## config.mk

```make
export PLATFORM = sky130hd
export DESIGN_NAME = caf_filter_ctrl
export DESIGN_NICKNAME = d
export VERILOG_FILES = /design/src/caf_pkg.sv /design/src/caf_filter_ctrl.sv /design/src/caf_match.sv
export SDC_FILE = /design/constraint.sdc
export NUM_CORES = 1
export LEC_CHECK = 0
export BUFFER_PORTS_ARGS = -buffer_cell sky130_fd_sc_hd__clkbuf_2
export CAP_MARGIN = 20
export CELL_PAD_IN_SITES_DETAIL_PLACEMENT = 1
export CELL_PAD_IN_SITES_GLOBAL_PLACEMENT = 2
export CORE_MARGIN = 4
export CORE_UTILIZATION = 42
export DETAILED_ROUTE_END_ITERATION = 10
export PLACE_DENSITY = 0.89
export SYNTH_ARGS = -nofsm -noshare
export SYNTH_HDL_FRONTEND = slang
export SYNTH_SLANG_ARGS = --single-unit
```

## constraint.sdc

```tcl
create_clock -name clk -period 2.95 [get_ports clk]
set_input_delay 0.4425 -clock clk [delete_from_list [all_inputs] [get_ports clk]]
set_output_delay 0.4425 -clock clk [all_outputs]
set_load 0.05 [all_outputs]
```

## src/caf_pkg.sv

```systemverilog
// package: register map, field layout and shared types of the acceptance filter control block
package caf_pkg;
    // register offsets (byte addresses on the plain register port)
    localparam logic [7:0] CAF_OFS_FILTER_CTRL_0 = 8'h00;
    localparam logic [7:0] CAF_OFS_FILTER_CTRL_1 = 8'h04;
    localparam logic [7:0] CAF_OFS_MASK_0        = 8'h08;
    localparam logic [7:0] CAF_OFS_MASK_1        = 8'h0C;
    localparam logic [7:0] CAF_OFS_MASK_2        = 8'h10;
    localparam logic [7:0] CAF_OFS_FILTER_ID_0   = 8'h20;
    localparam logic [7:0] CAF_OFS_STATUS        = 8'h40;
    localparam int         CAF_ID_STRIDE         = 4;
    // field layout inside one filter byte, filter counts and identifier width
    localparam int CAF_NUM_FILTERS   = 6;
    localparam int CAF_FILTER_BITS   = 8;
    localparam int CAF_ON_POS        = 7;
    localparam int CAF_MASK_LSB      = 5;
    localparam int CAF_MASK_W        = 2;
    localparam int CAF_DEST_LSB      = 0;
    localparam int CAF_DEST_W        = 5;
    localparam int CAF_FILTERS_REG0  = 4;
    localparam int CAF_ID_W          = 29;
    // reset values
    localparam logic [31:0] CAF_CTRL_RESET = 32'h0000_0000;
    localparam logic [28:0] CAF_ID_RESET   = 29'h0000_0000;
    // mask choice codes
    localparam logic [1:0] CAF_MASK_SEL_0   = 2'h0;
    localparam logic [1:0] CAF_MASK_SEL_1   = 2'h1;
    localparam logic [1:0] CAF_MASK_SEL_2   = 2'h2;
    localparam logic [1:0] CAF_MASK_SEL_RSV = 2'h3;

    typedef struct packed {
        logic       filter_on;
        logic [1:0] mask_choice;
        logic [4:0] fifo_destination;
    } caf_filter_t;

    typedef struct packed {
        logic        hit;
        logic [2:0]  filter;
        logic [4:0]  fifo;
    } caf_route_t;
endpackage
```

## src/caf_filter_ctrl.sv

```systemverilog
// top: acceptance filter control registers, write lock and message routing
// Operation
// each filter has an enable bit; one takes part, zero is inactive
// two-bit mask choice: 00 mask 0, 01 mask 1, 10 mask 2, 11 reserved
// five-bit destination names receive fifo 0 through 31 for matches
// mask choice and destination writes apply only while the filter is disabled
// control register 0 top byte holds filter 3: enable 31, mask 30-29, fifo 28-24
// control register 0 second byte holds filter 2: enable 23, mask 22-21, fifo 20-16
// control register 1 bits 15-8 hold filter 5 in the same layout
// control register 1 low byte holds filter 4: enable 7, mask 6-5, fifo 4-0
// filters 1 and 0 sit in bits 15-8 and 7-0 of control register 0
// matching enabled filter routes message to its fifo; disabled never matches
`timescale 1ns/100ps
`default_nettype none
module caf_filter_ctrl
    import caf_pkg::*;
#(
    parameter int NUM_FILTERS = CAF_NUM_FILTERS,
    parameter int ID_W        = CAF_ID_W
) (
    // clock and reset
    input  wire logic            clk,
    input  wire logic            resetn,
    // register port
    input  wire logic [7:0]      reg_addr,
    input  wire logic [31:0]     reg_wdata,
    input  wire logic            reg_write,
    input  wire logic            reg_read,
    output logic [31:0]          reg_rdata,
    // message lookup from the receive path
    input  wire logic            msg_valid,
    input  wire logic [ID_W-1:0] msg_id,
    output logic                 route_valid,
    output logic                 route_hit,
    output logic [2:0]           route_filter,
    output logic [4:0]           route_fifo
);
    ////////////////////////////////////////////////////////////////////////////////
    // elaboration checks: the byte lanes are laid out for exactly six filters,
    // and an identifier must fit one register word
    if (NUM_FILTERS != CAF_NUM_FILTERS) begin : g_bad_count
        $error("caf_filter_ctrl: layout serves exactly six filters");
    end
    if (ID_W < 1 || ID_W > 32) begin : g_bad_id_w
        $error("caf_filter_ctrl: ID_W must be 1 to 32");
    end

    ////////////////////////////////////////////////////////////////////////////////
    // storage
    caf_filter_t     filt_reg [NUM_FILTERS];
    logic [ID_W-1:0] fid_reg  [NUM_FILTERS];
    logic [ID_W-1:0] mask_reg [3];
    logic [31:0]     rdata_reg;
    caf_route_t      route_reg;
    logic            rvalid_reg;
    logic [7:0]      msg_cnt_reg;
    logic [7:0]      miss_cnt_reg;

    // field extraction from a control word, used by write path and assertions
    function automatic caf_filter_t byte_field(input logic [31:0] w, input int slot);
        logic [7:0] b;
        caf_filter_t f;
        b = w[slot*CAF_FILTER_BITS +: CAF_FILTER_BITS];
        f.filter_on        = b[CAF_ON_POS];
        f.mask_choice      = b[CAF_MASK_LSB +: CAF_MASK_W];
        f.fifo_destination = b[CAF_DEST_LSB +: CAF_DEST_W];
        return f;
    endfunction

    // byte address of one filter identifier register; write decode and read mux share it
    function automatic logic [7:0] id_offset(input int n);
        return 8'(CAF_OFS_FILTER_ID_0 + n*CAF_ID_STRIDE);
    endfunction

    ////////////////////////////////////////////////////////////////////////////////
    // address decode
    wire wr_ctrl0 = reg_write && (reg_addr == CAF_OFS_FILTER_CTRL_0);
    wire wr_ctrl1 = reg_write && (reg_addr == CAF_OFS_FILTER_CTRL_1);
    wire wr_m0    = reg_write && (reg_addr == CAF_OFS_MASK_0);
    wire wr_m1    = reg_write && (reg_addr == CAF_OFS_MASK_1);
    wire wr_m2    = reg_write && (reg_addr == CAF_OFS_MASK_2);

    // assembled control words: filters 0..3 in word 0, 4..5 in word 1
    logic [31:0] ctrl0_word;
    logic [31:0] ctrl1_word;
    assign ctrl0_word = {filt_reg[3], filt_reg[2], filt_reg[1], filt_reg[0]};
    assign ctrl1_word = {16'h0000, filt_reg[5], filt_reg[4]};

    ////////////////////////////////////////////////////////////////////////////////
    // per filter control and identifier registers
    genvar gi;
    generate
        for (gi = 0; gi < NUM_FILTERS; gi++) begin : g_filt
            localparam int SLOT = gi % CAF_FILTERS_REG0;
            wire         wr_this = (gi < CAF_FILTERS_REG0) ? wr_ctrl0 : wr_ctrl1;
            caf_filter_t wfield;
            assign wfield = byte_field(reg_wdata, SLOT);
            // settings frozen while the filter is on; the enable itself stays writable
            caf_filter_t filt_next;
            assign filt_next.filter_on        = wr_this ? wfield.filter_on : filt_reg[gi].filter_on;
            assign filt_next.mask_choice      = (wr_this && !filt_reg[gi].filter_on) ?
                                                wfield.mask_choice : filt_reg[gi].mask_choice;
            assign filt_next.fifo_destination = (wr_this && !filt_reg[gi].filter_on) ?
                                                wfield.fifo_destination : filt_reg[gi].fifo_destination;
            wire [7:0] id_addr = id_offset(gi);
            wire       wr_id   = reg_write && (reg_addr == id_addr) && !filt_reg[gi].filter_on;

            always_ff @(posedge clk or negedge resetn) begin
                if (!resetn) begin
                    filt_reg[gi] <= caf_filter_t'(CAF_CTRL_RESET[7:0]);
                    fid_reg[gi]  <= ID_W'(CAF_ID_RESET);
                end else begin
                    filt_reg[gi] <= filt_next;
                    if (wr_id) begin
                        fid_reg[gi] <= reg_wdata[ID_W-1:0];
                    end
                end
            end

            // an enabled filter must hold its settings whatever software writes
            property p_lock;
                @(posedge clk) disable iff (!resetn)
                filt_reg[gi].filter_on |=> ($stable(filt_reg[gi].mask_choice) &&
                                            $stable(filt_reg[gi].fifo_destination));
            endproperty
            a_lock: assert property (p_lock) else $error("filter setting changed while enabled");

            // a write to a disabled filter loads the whole byte of its own lane
            property p_load;
                @(posedge clk) disable iff (!resetn)
                (wr_this && !filt_reg[gi].filter_on) |=>
                    (filt_reg[gi] == byte_field($past(reg_wdata), SLOT));
            endproperty
            a_load: assert property (p_load) else $error("byte lane not loaded");
        end
    endgenerate

    ////////////////////////////////////////////////////////////////////////////////
    // acceptance masks
    always_ff @(posedge clk or negedge resetn) begin
        if (!resetn) begin
            mask_reg[0] <= ID_W'(CAF_ID_RESET);
            mask_reg[1] <= ID_W'(CAF_ID_RESET);
            mask_reg[2] <= ID_W'(CAF_ID_RESET);
        end else begin
            if (wr_m0) mask_reg[0] <= reg_wdata[ID_W-1:0];
            if (wr_m1) mask_reg[1] <= reg_wdata[ID_W-1:0];
            if (wr_m2) mask_reg[2] <= reg_wdata[ID_W-1:0];
        end
    end

    ////////////////////////////////////////////////////////////////////////////////
    // matching: lowest numbered hitting filter wins
    logic [NUM_FILTERS-1:0] hit_vec;
    generate
        for (gi = 0; gi < NUM_FILTERS; gi++) begin : g_match
            caf_match #(
                .ID_W (ID_W)
            ) u_match (
                .msg_id  (msg_id),
                .filt_id (fid_reg[gi]),
                .mask_0  (mask_reg[0]),
                .mask_1  (mask_reg[1]),
                .mask_2  (mask_reg[2]),
                .setting (filt_reg[gi]),
                .hit     (hit_vec[gi])
            );

            // a disabled filter must stay silent whatever its identifier and mask say
            property p_dis;
                @(posedge clk) disable iff (!resetn)
                !filt_reg[gi].filter_on |-> !hit_vec[gi];
            endproperty
            a_dis: assert property (p_dis) else $error("disabled filter produced a match");

            // the lowest hitting filter owns the route; higher ones are shadowed, not merged
            property p_win;
                @(posedge clk) disable iff (!resetn)
                (msg_valid && hit_vec[gi] && ((hit_vec & NUM_FILTERS'((1 << gi) - 1)) == '0)) |=>
                    (route_hit && route_filter == 3'(gi) &&
                     route_fifo == $past(filt_reg[gi].fifo_destination));
            endproperty
            a_win: assert property (p_win) else $error("winning filter not routed to its fifo");
        end
    endgenerate

    caf_route_t route_sel;
    always_comb begin
        route_sel = '0;
        for (int i = NUM_FILTERS - 1; i >= 0; i--) begin
            if (hit_vec[i]) begin
                route_sel.hit    = 1'b1;
                route_sel.filter = 3'(i);
                route_sel.fifo   = filt_reg[i].fifo_destination;
            end
        end
    end

    // the route is registered so downstream sees a clean one-cycle answer
    always_ff @(posedge clk or negedge resetn) begin
        if (!resetn) begin
            route_reg  <= '0;
            rvalid_reg <= 1'b0;
        end else begin
            rvalid_reg <= msg_valid;
            route_reg  <= msg_valid ? route_sel : '0;
        end
    end

    // filter 0 has top priority, so any hit on it decides the answer outright
    property p_route;
        @(posedge clk) disable iff (!resetn)
        (msg_valid && hit_vec[0]) |=> (route_valid && route_hit && route_filter == 3'h0 &&
                                       route_fifo == $past(filt_reg[0].fifo_destination));
    endproperty
    a_route: assert property (p_route) else $error("hitting filter 0 not routed to its fifo");

    // with no hit the answer still comes, flagged as a miss
    property p_off;
        @(posedge clk) disable iff (!resetn)
        (msg_valid && hit_vec == '0) |=> (route_valid && !route_hit);
    endproperty
    a_off: assert property (p_off) else $error("message routed with no hitting filter");

    // the reserved code is stored but must never let a message through filter 0
    property p_rsv;
        @(posedge clk) disable iff (!resetn)
        (filt_reg[0].mask_choice == CAF_MASK_SEL_RSV) |-> !hit_vec[0];
    endproperty
    a_rsv: assert property (p_rsv) else $error("reserved mask code produced a match");

    // no request, no answer: a lingering route pulse would be taken twice downstream
    property p_idle;
        @(posedge clk) disable iff (!resetn)
        !msg_valid |=> (!route_valid && !route_hit);
    endproperty
    a_idle: assert property (p_idle) else $error("route answer without a lookup");

    ////////////////////////////////////////////////////////////////////////////////
    // lookup counters, readable as block status; they wrap
    always_ff @(posedge clk or negedge resetn) begin
        if (!resetn) begin
            msg_cnt_reg  <= 8'h00;
            miss_cnt_reg <= 8'h00;
        end else begin
            if (msg_valid) msg_cnt_reg <= msg_cnt_reg + 8'h01;
            if (msg_valid && !route_sel.hit) miss_cnt_reg <= miss_cnt_reg + 8'h01;
        end
    end

    ////////////////////////////////////////////////////////////////////////////////
    // read mux; unmapped addresses read zero
    logic [31:0] rd_mux;
    always_comb begin
        rd_mux = 32'h0000_0000;
        case (reg_addr)
            CAF_OFS_FILTER_CTRL_0: rd_mux = ctrl0_word;
            CAF_OFS_FILTER_CTRL_1: rd_mux = ctrl1_word;
            CAF_OFS_MASK_0:        rd_mux = 32'(mask_reg[0]);
            CAF_OFS_MASK_1:        rd_mux = 32'(mask_reg[1]);
            CAF_OFS_MASK_2:        rd_mux = 32'(mask_reg[2]);
            CAF_OFS_STATUS:        rd_mux = {16'h0000, miss_cnt_reg, msg_cnt_reg};
            default: begin
                for (int i = 0; i < NUM_FILTERS; i++) begin
                    if (reg_addr == id_offset(i)) begin
                        rd_mux = 32'(fid_reg[i]);
                    end
                end
            end
        endcase
    end

    // read data is held only in the cycle after the strobe
    always_ff @(posedge clk or negedge resetn) begin
        if (!resetn) begin
            rdata_reg <= 32'h0000_0000;
        end else begin
            rdata_reg <= reg_read ? rd_mux : 32'h0000_0000;
        end
    end

    // the unused upper half of control register 1 must never show stray bits
    property p_rd;
        @(posedge clk) disable iff (!resetn)
        (reg_read && reg_addr == CAF_OFS_FILTER_CTRL_1) |=> (reg_rdata[31:16] == 16'h0000);
    endproperty
    a_rd: assert property (p_rd) else $error("upper half of control register 1 not zero");

    // control register 0 shows filter 3 down to filter 0, one byte each
    property p_rd0;
        @(posedge clk) disable iff (!resetn)
        (reg_read && reg_addr == CAF_OFS_FILTER_CTRL_0) |=>
            (reg_rdata == {$past(filt_reg[3]), $past(filt_reg[2]), $past(filt_reg[1]), $past(filt_reg[0])});
    endproperty
    a_rd0: assert property (p_rd0) else $error("control register 0 byte lanes misplaced");

    // control register 1 shows filter 5 above filter 4 in its low half
    property p_rd1;
        @(posedge clk) disable iff (!resetn)
        (reg_read && reg_addr == CAF_OFS_FILTER_CTRL_1) |=>
            (reg_rdata[15:0] == {$past(filt_reg[5]), $past(filt_reg[4])});
    endproperty
    a_rd1: assert property (p_rd1) else $error("control register 1 byte lanes misplaced");

    assign reg_rdata    = rdata_reg;
    assign route_valid  = rvalid_reg;
    assign route_hit    = route_reg.hit;
    assign route_filter = route_reg.filter;
    assign route_fifo   = route_reg.fifo;
endmodule
`default_nettype wire

```

## src/caf_match.sv

```systemverilog
// single filter comparator: identifier match under the selected acceptance mask
`timescale 1ns/100ps
`default_nettype none
module caf_match
    import caf_pkg::*;
#(
    parameter int ID_W = CAF_ID_W
) (
    // filter setting and compare values
    input  wire logic [ID_W-1:0] msg_id,
    input  wire logic [ID_W-1:0] filt_id,
    input  wire logic [ID_W-1:0] mask_0,
    input  wire logic [ID_W-1:0] mask_1,
    input  wire logic [ID_W-1:0] mask_2,
    input  wire caf_filter_t     setting,
    // result
    output logic                 hit
);
    // elaboration check: an empty identifier cannot be compared
    if (ID_W < 1) begin : g_bad_id_w
        $error("caf_match: ID_W must be positive");
    end

    logic [ID_W-1:0] sel_mask;
    // reserved code selects an all-ones mask and is blocked in cmp_ok, so it never matches
    assign sel_mask = (setting.mask_choice == CAF_MASK_SEL_0) ? mask_0 :
                      (setting.mask_choice == CAF_MASK_SEL_1) ? mask_1 :
                      (setting.mask_choice == CAF_MASK_SEL_2) ? mask_2 : {ID_W{1'b1}};
    logic cmp_ok;
    assign cmp_ok = (((msg_id ^ filt_id) & sel_mask) == '0) && (setting.mask_choice != CAF_MASK_SEL_RSV);
    // a disabled filter never matches
    assign hit = setting.filter_on & cmp_ok;
endmodule
`default_nettype wire

```

# Word level (Yosys, flattened, before mapping)
# Index checks and enable logic that the tools add are counted.
# word_totals
reg_bits	367
in_bits	74
out_inout_bits	42
word_cells	166
# op_classes
add_sub_neg	2
eq_ne	29
mux	33
n_bitwise	18
reduce_logical	50
# op_table
operator	count
two-way mux 29 bit	19
two-way mux 32 bit	6
case mux 32 bit (6 select lines)	1
AND 29 bit	6
zero test 29 bit	6
bitwise XOR 29 bit	6
two-way mux 9 bit	7
== test 8 x 6 -> 1 bit (second input constant)	6
logical AND 1 bit	30
adder 8 x 1 -> 8 bit (second input constant)	2
== test 8 x 4 -> 1 bit (second input constant)	2
== test 2 x 1 -> 1 bit (second input constant)	6
== test 2 bit (second input constant)	6
zero test 2 bit	6
inequality test 2 bit (second input constant)	6
== test 8 x 3 -> 1 bit (second input constant)	1
== test 8 x 5 -> 1 bit (second input constant)	1
== test 8 x 7 -> 1 bit (second input constant)	1
zero test 8 bit	1
zero test 1 bit	7
AND 1 bit	6

# Depth between registers and ports, before layout
# Gate-level depths: netlist (run 1).
# logic_depth
word_depth	16
depth_mapped	13

# By module
# A second synthesis (run 1) with hierarchy kept.
# hier_totals
cells_unflattened	2226
area_unflattened_um2	24195.7
# by_module_without_submodules
module	instances	cells_each	area_per_inst_um2	seq_area_each_um2
caf_filter_ctrl	1	1320	16688.5	9183.8
caf_match	6	151	1251.2	0.0

# Least setup slack after synthesis (run 1)
# No wires, ideal clock.
# synth_path
path_type	in2reg
start	input msg_id[11]
end	register route_reg (netlist bit route_fifo[0])
setup_ns	0.094
arrival_time_ns	2.653
t_required_ns	2.856
setup_slack_ns	0.204
cell_stages	10
path_buffers	1
path_cell_list	clkbuf_1 -> xnor2_1 -> o22ai_1 -> or4_1 -> o31a_1 -> nor4_4 -> a21boi_4 -> a221o_1 -> nand3_1 -> a221oi_2
# synth_between
elab_chain_cells	12
# synth_rtl
element	line_no	source
from (decl)	caf_filter_ctrl.sv:32	input wire logic [ID_W-1:0] msg_id,
bitwise XOR 29 bit	caf_match.sv:30	assign cmp_ok = (((msg_id ^ filt_id) & sel_mask) == '0) && (setting.mask_choice != CAF_MASK_SEL_RSV);
AND 29 bit	caf_match.sv:30	
zero test 29 bit	caf_match.sv:30	
logical AND 1 bit	caf_match.sv:30	
AND 1 bit	caf_match.sv:32	assign hit = setting.filter_on & cmp_ok;
two-way mux 9 bit (5 in series)	caf_filter_ctrl.sv:191	if (hit_vec[i]) begin
two-way mux 9 bit (*)	caf_filter_ctrl.sv:191	
two-way mux 9 bit (*)	caf_filter_ctrl.sv:206	route_reg <= msg_valid ? route_sel : '0;
to (signal assigned)	caf_filter_ctrl.sv:206	
to (decl)	caf_filter_ctrl.sv:54	caf_route_t route_reg;
# Mark *: on every way between the ends. The rest lies on a longest branch, timed or not.
# A chain may end at the register's enable or synchronous reset.

# Worst setup path after layout (run 1)
# layout_path
start	register filt_reg (netlist bit ctrl0_word[21])
end	register route_reg (netlist bit route_fifo[4])
# layout_between
elab_chain_cells	12
# layout_rtl
element	line_no	source
from (decl)	caf_filter_ctrl.sv:50	caf_filter_t filt_reg [NUM_FILTERS];
from (signal, indexed assignment)	caf_filter_ctrl.sv:110	filt_reg[gi] <= caf_filter_t'(CAF_CTRL_RESET[7:0]);
from (signal, indexed assignment)	caf_filter_ctrl.sv:113	filt_reg[gi] <= filt_next;
== test 2 bit	caf_match.sv:28	(setting.mask_choice == CAF_MASK_SEL_2) ? mask_2 : {ID_W{1'b1}};
two-way mux 29 bit	caf_match.sv:28	
two-way mux 29 bit	caf_match.sv:27	(setting.mask_choice == CAF_MASK_SEL_1) ? mask_1 :
two-way mux 29 bit	caf_match.sv:26	assign sel_mask = (setting.mask_choice == CAF_MASK_SEL_0) ? mask_0 :
AND 29 bit	caf_match.sv:30	
zero test 29 bit	caf_match.sv:30	
logical AND 1 bit (*)	caf_match.sv:30	
AND 1 bit (*)	caf_match.sv:32	
two-way mux 9 bit (*) (3 in series)	caf_filter_ctrl.sv:191	
two-way mux 9 bit (*)	caf_filter_ctrl.sv:206	
# Marked as above.

==> impl.org, run 1 <==
** Status
- The run finished, with violations left.
- The checks that failed: negative setup slack.

** Yosys
- After synthesis, the mean cell area works out to 11.09 um2.
- Largest area contributor in the netlist :: dfrtp_1
- Cell Area, Synth :: 22670 um2
- Predominant post-synthesis flop cell :: dfrtp_1
- Synthesis handed over a netlist of between 2000 and 2500 instances.
- Counting flops with an async set or reset pin after synthesis yields a share of 100.0%.
- Register bit total from synthesis :: between 300 and 400
- Number of nets in the synthesized netlist :: ~2100
- Number of flops mapped to enable cells by yosys :: 0
- Synth area leaders :: dfrtp_1, mux2_2, mux2i_1
- After synthesis, the largest area contributor takes up roughly two fifths of total cell area.
- Share of synthesized area occupied by flip-flops and latches :: roughly two fifths
- Number of different library cells in the post-synthesis netlist :: 88
- For this run, the number of Yosys warnings is 0.

** Timing
- Final clock period utilization by the worst path :: 111.6%
- The number of pins with negative max-slew slack in the final report was 0.
- Worst path setup slack after routing :: -0.3431 ns
- Worst hold slack :: approximately 0.084 ns
- Setup repair after global routing could not meet its margin everywhere.
- Slew HR :: approximately 43%
- The final hold violation count is 0.
- Based on the critical path, the design can be clocked at up to roughly 0.30 GHz.
- Slew at the pin closest to its max-slew limit :: approximately 0.86 ns
- Finish-stage setup viols :: 17
- For the finished layout, the period the worst path requires is between 3 and 4 ns.
- On the final layout, the worst clock skew is between 0.02 and 0.025 ns.

** Critical path
- The kind of cell with the highest combined delay along the critical path is compound AO/OA/AOI/OAI gates.
- The critical path goes through nand2b_4 -> buf_12 -> o21ai_2 -> buf_6 -> o22ai_1 -> or4_4 -> a2111oi_4 -> buf_6 -> nand3_4 -> nor2_4 -> buf_6 -> a21oi_2 -> a221oi_2.
- The critical path contains buffers and inverters numbering 4 combined.
- Crit-path most repeated cell :: buf_6
- Along the worst path, the maximum fanout reaches 7.
- The largest single stage delay on the critical path is approximately 0.56 ns.
- Data arrives at the worst endpoint at approximately 3.8 ns.
- Crit path launch type :: flip-flop
- Kind of critical path :: reg -> reg
- Critical Path Slowest Stage Cell :: or4_4
- Kind of capture point of the worst setup path :: flip-flop
- At the worst endpoint, the required time is 3.45 ns.

** Pwr
- The design draws ~15 mW.
- Switching power of the nets :: between 4 and 5 mW
- Fraction of power spent switching nets :: between 30 and 40%
- Static power due to leakage :: roughly 14 nW
- Fraction of power consumed by combinational cells :: about a quarter
- Power spread over the standard cell area amounts to ~490 nW/um2.
- Cell internal power was estimated by the tool at between 10 and 15 mW.
- Peak VDD IR :: between 0.0005 and 0.0006 V
- Registers are responsible for a little under two fifths of the overall power.
- The clock network burns between 30% and 40% of the power.

** Clock network
- Clock slew at the register clock pins of the worst setup and hold paths :: 0.07 ns
- TritonCTS built the clock tree.
- Clk sinks :: approximately 370
- Buffers inserted during clock tree synthesis total 42.
- The H-tree was split into 2 levels.
- The tree is rooted in a clkbuf_16.
- No sink is reached through more buffers than the 3 on the longest clock path.
- For the worst-skew pair, the clock arrives at the later sink with an insertion delay of roughly 0.60 ns.

** Floorplanning
- Die width :: 240.3 um
- After floorplanning, the core was sized to cover around 53000 um2.
- Height of the die :: 240.3 um
- Num ports :: around 120
- After floorplanning, the core was divided into 84 placement rows.
- Starting density of the core :: 42.80%
- Die area :: around 58000 um2

** Routing
- Routed Wire Length :: ~140000 um
- Overall via count from detail_route :: roughly 23000
- Via count normalized by instance count :: 6.778
- The detail route stage leaves a number of antenna-violating nets equal to 0.
- Initial DRC Count :: 3132
- In the final routed layout, each cell accounts on average for 41.56 um.
- In the routed design, unresolved DRC markers number 0.
- Number of search-and-repair iterations in the first detailed-routing pass :: 7

** Placed design
- The number of placed instances, taps included, is about 3200.
- Once detailed placement completed, the half-perimeter wirelength came to 103600 um.
- Final estimated routing congestion in global placement :: 1.121
- During placement, the flow inserted port buffers numbering around 120.
- In this run the cell area measured after placement is between 20000 and 30000 um2.

** Cells and area
- Net count, final :: between 2000 and 3000
- Final cell count without fillers :: roughly 3400
- Once layout is complete, the utilization of the core stands at 58.36%.
- The filler cells instantiated in the layout total ~5500.
- Fin area :: a little over 30000 um2
- Max FFs per register :: ~170
- Share of post-route cells with drive strength above 1 :: approximately half
- Layout area overhead :: 36.37%

** Global route
- All-Layer GR Usage :: 47.25%
- The via count of the first global-routing pass is roughly 24000.
- Initial antenna violation count :: 7
- Entering global routing, the biggest net connects 86 pins.
- Remaining Overflow, GRT :: 0
- The first global-routing pass estimated around 190000 um of wire.

** Run
- Number of violations of the max-capacitance limit :: 0

** Hold path
- Hold crit path type :: in -> reg
==> stage by stage <==
step | TNS [ns] | worst slack (ns)
floorplan | 0 | 0.2037
CTS | -2.656 | -0.2474
finish | -4.186 | -0.3431
global route | -4.809 | -0.4315
detailed placement | -11.33 | -0.8229
global placement | -11.70 | -0.8011
==> worst register-to-register path: stages (launching register included) <==
cell	delay [ns]
dfrtp_2	0.40
nand2b_4	0.24
buf_12	0.21
o21ai_2	0.14
buf_6	0.13
o22ai_1	0.07
or4_4	0.56
a2111oi_4	0.53
buf_6	0.21
nand3_4	0.10
nor2_4	0.12
buf_6	0.13
a21oi_2	0.07
a221oi_2	0.28
==> kinds of logic after synthesis <==
| kind of cell | count (synthesis) | share of synthesized area, % |
|---|---|---|
| buf+inv | 223 | 4.509 |
| flops | 367 | 40.51 |
| xor+xnor | 188 | 7.263 |
| fa+ha+maj | 2 | 0.1104 |
| mux | 523 | 25.10 |
| compound gates | 429 | 14.12 |
| simple gates | 312 | 8.384 |
==> cells in the mapped netlist, types with 24 or more instances <==
cell type / n
buf_2: 43
xnor2_1: 68
a222oi_1: 30
mux2i_1: 168
o21ai_0: 82
xor2_1: 120
o22ai_1: 43
a31oi_1: 32
nand2_1: 41
clkbuf_1: 114
dfrtp_1: 367
nor3b_1: 48
a22oi_1: 24
nor2_1: 46
nand3_1: 26
a21oi_1: 27
mux2_2: 335
or3_1: 24
==> routing by layer <==
layer,global-route usage (%),part of all wire [%]
met1,60.77,38
met2,70.92,43
met3,10.68,10
met4,32.39,8.6
met5,0,0.032
==> power groups by stage <==
stage          combinational (mW)  sequential, mW  clock, mW
6_report                     3.55            5.83       5.87
5_1_grt                      3.62            5.85       6.07
4_1_cts                      3.29            5.80       5.84
3_5_place_dp                 3.08            5.87          0
3_3_place_gp                 3.03            5.84          0
2_1_floorplan                1.28            5.71          0
==> layout make-up <==
| cell class | instances | area [um2] | area share, % |
|---|---|---|---|
| flip-flops and latches | 367 | 9193 | 29.74 |
| repair buffers | 746 | 6103 | 19.74 |
| well taps | 688 | 860.8 | 2.785 |
| inverters | 20 | 75.07 | 0.2428 |
| diodes | 3 | 7.507 | 0.02428 |
| clock inverters | 15 | 237.7 | 0.7690 |
| clock buffers | 62 | 1267 | 4.100 |
| multi-input cells | 1454 | 13170 | 42.60 |
==> what timing repair did <==
action,in CTS,in global routing
hold buffers,1,0
hold endpoints to repair,72,0
setup buffers,24,21
endpoints found under the setup margin,17,17
pin swaps,21,42
resized for setup,109,75
gates cloned,3,0
==> worst paths after layout <==
check | startpoint | endpoint | slack [ns] | cells after the start
setup / recovery | ctrl0_word[21] | route_fifo[4] | -0.34 | 13
hold / removal | reg_wdata[31] | ctrl0_word[31] | 0.08 | 2
setup reg to reg | ctrl0_word[21] | route_fifo[4] | -0.34 | 13
hold reg to reg | msg_cnt_reg[6] | msg_cnt_reg[6] | 0.52 | 1
max in group asynchronous | resetn | mask_reg[65] | 1.51 | 3
min in group asynchronous | resetn | fid_reg[48] | 0.46 | 2
==> placed cells by master, fill, tap and decap left out, types with 39 or more instances in the layout <==
cell type,Yosys,final
buf_4,12,560
dfrtp_1,367,360
mux2_2,335,335
mux2i_1,168,164
xor2_1,120,119
clkbuf_2,2,113
xnor2_1,68,67
o21ai_0,82,64
buf_12,1,52
clkbuf_16,0,43
nand2_1,41,40
o22ai_1,43,39
Note: power is estimated with default switching activity, not from simulation.
==> run 2, diff against run 1 <==
--- a/config.mk
+++ b/config.mk
@@ -11,8 +11,10 @@
 export CELL_PAD_IN_SITES_GLOBAL_PLACEMENT = 2
 export CORE_MARGIN = 4
 export CORE_UTILIZATION = 42
+export CTS_CLUSTER_DIAMETER = 200
 export DETAILED_ROUTE_END_ITERATION = 10
 export PLACE_DENSITY = 0.89
 export SYNTH_ARGS = -nofsm -noshare
 export SYNTH_HDL_FRONTEND = slang
+export SYNTH_HIERARCHICAL = 1
 export SYNTH_SLANG_ARGS = --single-unit
==> impl.org, run 2 <==
** Status
- Result of the run :: finished, violations left
- The final reports fail on negative setup slack.

** Yosys
- Counting instances in the post-synthesis netlist gives the leading cell types as dfrtp_1, mux2_2, xnor2_1, mux2i_1, nand2_1.
- By area the synthesized netlist is led by dfrtp_1, mux2_2, mux2i_1.
- The number of warnings printed during yosys synthesis came to 6 (+6).
- Gate count of the mapped netlist :: 2226 (+8.9%)
- Register bit total from synthesis :: 367 (unchanged)
- The proportion of synthesized chip area in sequential cells came to 37.96% (-2.6 points).
- Number of different library cells in the post-synthesis netlist :: 68 (-23%)
- Most frequent cell after synthesis :: dfrtp_1
- Predominant post-synthesis flop cell :: dfrtp_1
- Post-Synthesis Mean Instance Area :: 10.87 um2 (-2.0%)
- The fraction of synthesized cell area taken by the top area cell type was 37.96% (-2.6 points).
- The synthesized net count is 2302 (+8.6%).
- Largest area contributor in the netlist :: dfrtp_1
- Fraction of registers with async set/reset :: 100.0% (unchanged)
- The number of enable flip-flop cells after synthesis is 0 (unchanged).
- Cell Area, Synth :: 24200 um2 (+6.7%)

** Routing
- The via count normalized by instance count is 6.557 (-3.3%).
- Remaining antenna violation count :: 0 (unchanged)
- The number of detailed-route iterations in the first pass came to 5 (-2).
- The average routed wire per standard cell was 37.29 um (-10%).
- Initial DRC Count :: 2232 (-29%)
- Total DRC errors in the routed layout :: 0 (unchanged)
- The total vias in the final route came to 23230 (+2.1%).
- Routed Wire Length :: 132100 um (-5.3%)

** Floorplanning
- Total number of placement rows :: 87 (+3.6%)
- The chip width came to 248.0 um (+3.2%).
- The vertical die dimension was 248.0 um (+3.2%).
- Num ports :: 116 (unchanged)
- Die area :: 61510 um2 (+6.5%)
- The initial core utilization was 42.66% (-0.13 points).
- Area of the core :: 56710 um2 (+7.1%)

** Global route
- The global-route usage over all layers is 42.57% (-4.7 points).
- Remaining Overflow, GRT :: 0 (unchanged)
- Initial antenna violation count :: 11 (+4)
- The wire length of the first global-routing pass came to 185400 um (-2.8%).
- The pin count of the biggest net entering global routing came to 84 (-2.3%).
- The via count of the first global-routing pass is 24200 (+2.2%).

** Pwr
- Static power due to leakage :: 13.91 nW (-3.3%)
- The peak ir drop on the vdd network is 0.0004320 V (-20%).
- The power consumption was 14.74 mW (-3.4%).
- Total power density per cell area :: 469.6 nW/um2 (-4.9%)

** Cells and area
- Reg area :: 9194 um2 (about the same)
- Max FFs per register :: 174 (unchanged)
- The library cell used most frequently in the layout, excluding fill and tap cells, is buf_4.
- Layout area overhead :: 29.78%
- Commonest cells after routing, fill and taps aside :: buf_4, dfrtp_1, mux2_2
- The number of nets in the finished design is 2828 (+4.5%).
- The fraction of layout cells with a size suffix above 1 came to 45.13% (-3.8 points).
- Number of fill cells in the layout :: 6018 (+9.6%)
- The area of the multi-input gates came to 14520 um2 (+10%).

** Critical path
- Crit path launch type :: flip-flop
- Buffers & Inverters on Critical Path :: 2 (-2)
- Kind of critical path :: reg -> reg
- In this design, the critical path's most frequently occurring cell is buf_4.
- Worst endpoint data arrival time :: 3.88 ns (+0.09 ns)
- STA classifies the critical path endpoint as a flip-flop.
- In this design, the largest share of critical-path delay is due to compound AO/OA/AOI/OAI gates.
- The top fanout value on the critical path is 3 (-4).
- Critical Path Slowest Stage Cell :: xnor2_1
- Walking the worst path, the cells encountered are xnor2_1 -> o22ai_1 -> o21ai_0 -> buf_4 -> nand4_1 -> a2111oi_4 -> buf_4 -> nor2_2 -> and4_1 -> and4_4 -> nand3_2 -> xnor2_2.
- Max incr delay on CP :: 0.62 ns (+0.06 ns)
- The data required time of the critical path came to 3.47 ns (+0.02 ns).

** Timing
- Setup repair after global routing missed its margin :: true
- The post-route worst setup slack came to -0.4142 ns (-0.07111 ns).
- Final clock period utilization by the worst path :: 114.0% (+2.4 points)
- The post-route clock skew came to 0.03195 ns (+0.009930 ns).
- Finish-stage setup viols :: 17 (unchanged)
- Slew HR :: 16.84% (-26 points)
- The final hold violation count is 0 (unchanged).
- Final period demand of the worst path :: 3.364 ns (+0.07111 ns)
- Slew at the pin closest to its max-slew limit :: 1.243 ns (+0.3843 ns)
- FMAX :: 0.2973 GHz (-2.1%)
- Final TNS setup :: -4.860 ns (-0.6746 ns)
- The number of pins with negative max-slew slack in the final report is 0 (unchanged).

** Clock network
- The register clock-pin slew on the reported worst setup and hold paths came to 0.06 ns (about the same).
- Worst-skew pair later-pin latency :: 0.60 ns (about the same)
- Number of buffers on the longest clock path :: 3 (unchanged)
- The number of sinks driven by the clock tree is 367 (unchanged).
- The number of buffers inserted during clock tree synthesis is 43 (+2.4%).
- Maximum level of the CTS H-tree :: 2 (unchanged)
- Cell at the root of the clock tree :: clkbuf_16
- TritonCTS clock tree :: done

** Run
- Number of violations of the max-capacitance limit :: 0 (unchanged)

** Placed design
- Final estimated routing congestion in global placement :: 1.065 (-5.0%)
- The quantity of I/O buffers inserted on ports came to 115 (unchanged).
- DP Wirelength :: 98030 um (-5.3%)

** Hold path
- Hold crit path type :: in -> reg
## run 2: changes by cell type in the layout (fill, tap and decap cells not counted), moves of 60 or more
cell     previous run  this run
xor2_1            119        34
buf_4             560       479
xnor2_1            67       152
nand2_1            40       117
nor3b_2            17        77
nor3_1             11        77
## run 2: cell families after synthesis
group	synth area share (%)
DFF	37.96
and+or+nand+nor	14.11
muxes	23.25
adders and majority gates	0.1034
xor gates and xnor gates	6.805
buffers and inverters	4.628
AOI/OAI and AO/OA	13.15
## run 2: worst paths after layout
kind / startpoint / endpoint / slack, ns / cells past startpoint
max: fid_reg[132] / miss_cnt_reg[6] / -0.41 / 12
min: reg_wdata[31] / ctrl0_word[31] / 0.09 / 2
max reg2reg: fid_reg[132] / miss_cnt_reg[6] / -0.41 / 12
min reg2reg: msg_cnt_reg[7] / msg_cnt_reg[7] / 0.49 / 1
max in group asynchronous: resetn / mask_reg[54] / 1.47 / 3
min in group asynchronous: resetn / fid_reg[157] / 0.48 / 2
## run 2: what timing repair did
item                                    4_1_cts  5_1_grt
endpoints found under the setup margin       17       17
resized for setup                            96       43
endpoints found under the hold margin        68        0
setup buffers                                27        0
pin swaps                                    27       19
hold buffers                                  1        0
## run 2: final cells by class
cell class / count / area share (%)
clock buffers: 57 / 3.722
multi-input cells: 1657 / 46.23
diodes: 5 / 0.03985
well taps: 756 / 3.012
inverters: 34 / 0.4064
clock inverters: 17 / 0.7252
flip-flops and latches: 367 / 29.28
repair buffers: 649 / 16.58
## run 2: per-stage QoR
step           worst slack (ns)  util [%]  hold WS (ns)  cells  area [um2]
2_1_floorplan           0.03071         -        0.1469   2226       24200
3_3_place_gp            -0.9026     51.23        0.4775   3436       29050
3_5_place_dp            -0.8876     51.23        0.4762   3436       29050
4_1_cts                 -0.3378     54.96       0.06392   3537       31170
5_1_grt                 -0.4824     55.35       0.07899   3538       31390
6_report                -0.4142     55.37       0.08609   3542       31400
## run 2: per-layer routing
layer,GRT usage [%],wire [um]
met1,55.58,53740
met2,64.71,57310
met3,9.666,10940
met4,25.49,10060
met5,0,25
## run 2: power breakdown
part	switching, mW	internal (mW)	total [mW]	leakage [nW]
Sequential	0.560	5.34	5.90	5.03
Clock	2.32	3.22	5.54	0.686
Combinational	1.86	1.45	3.31	8.19
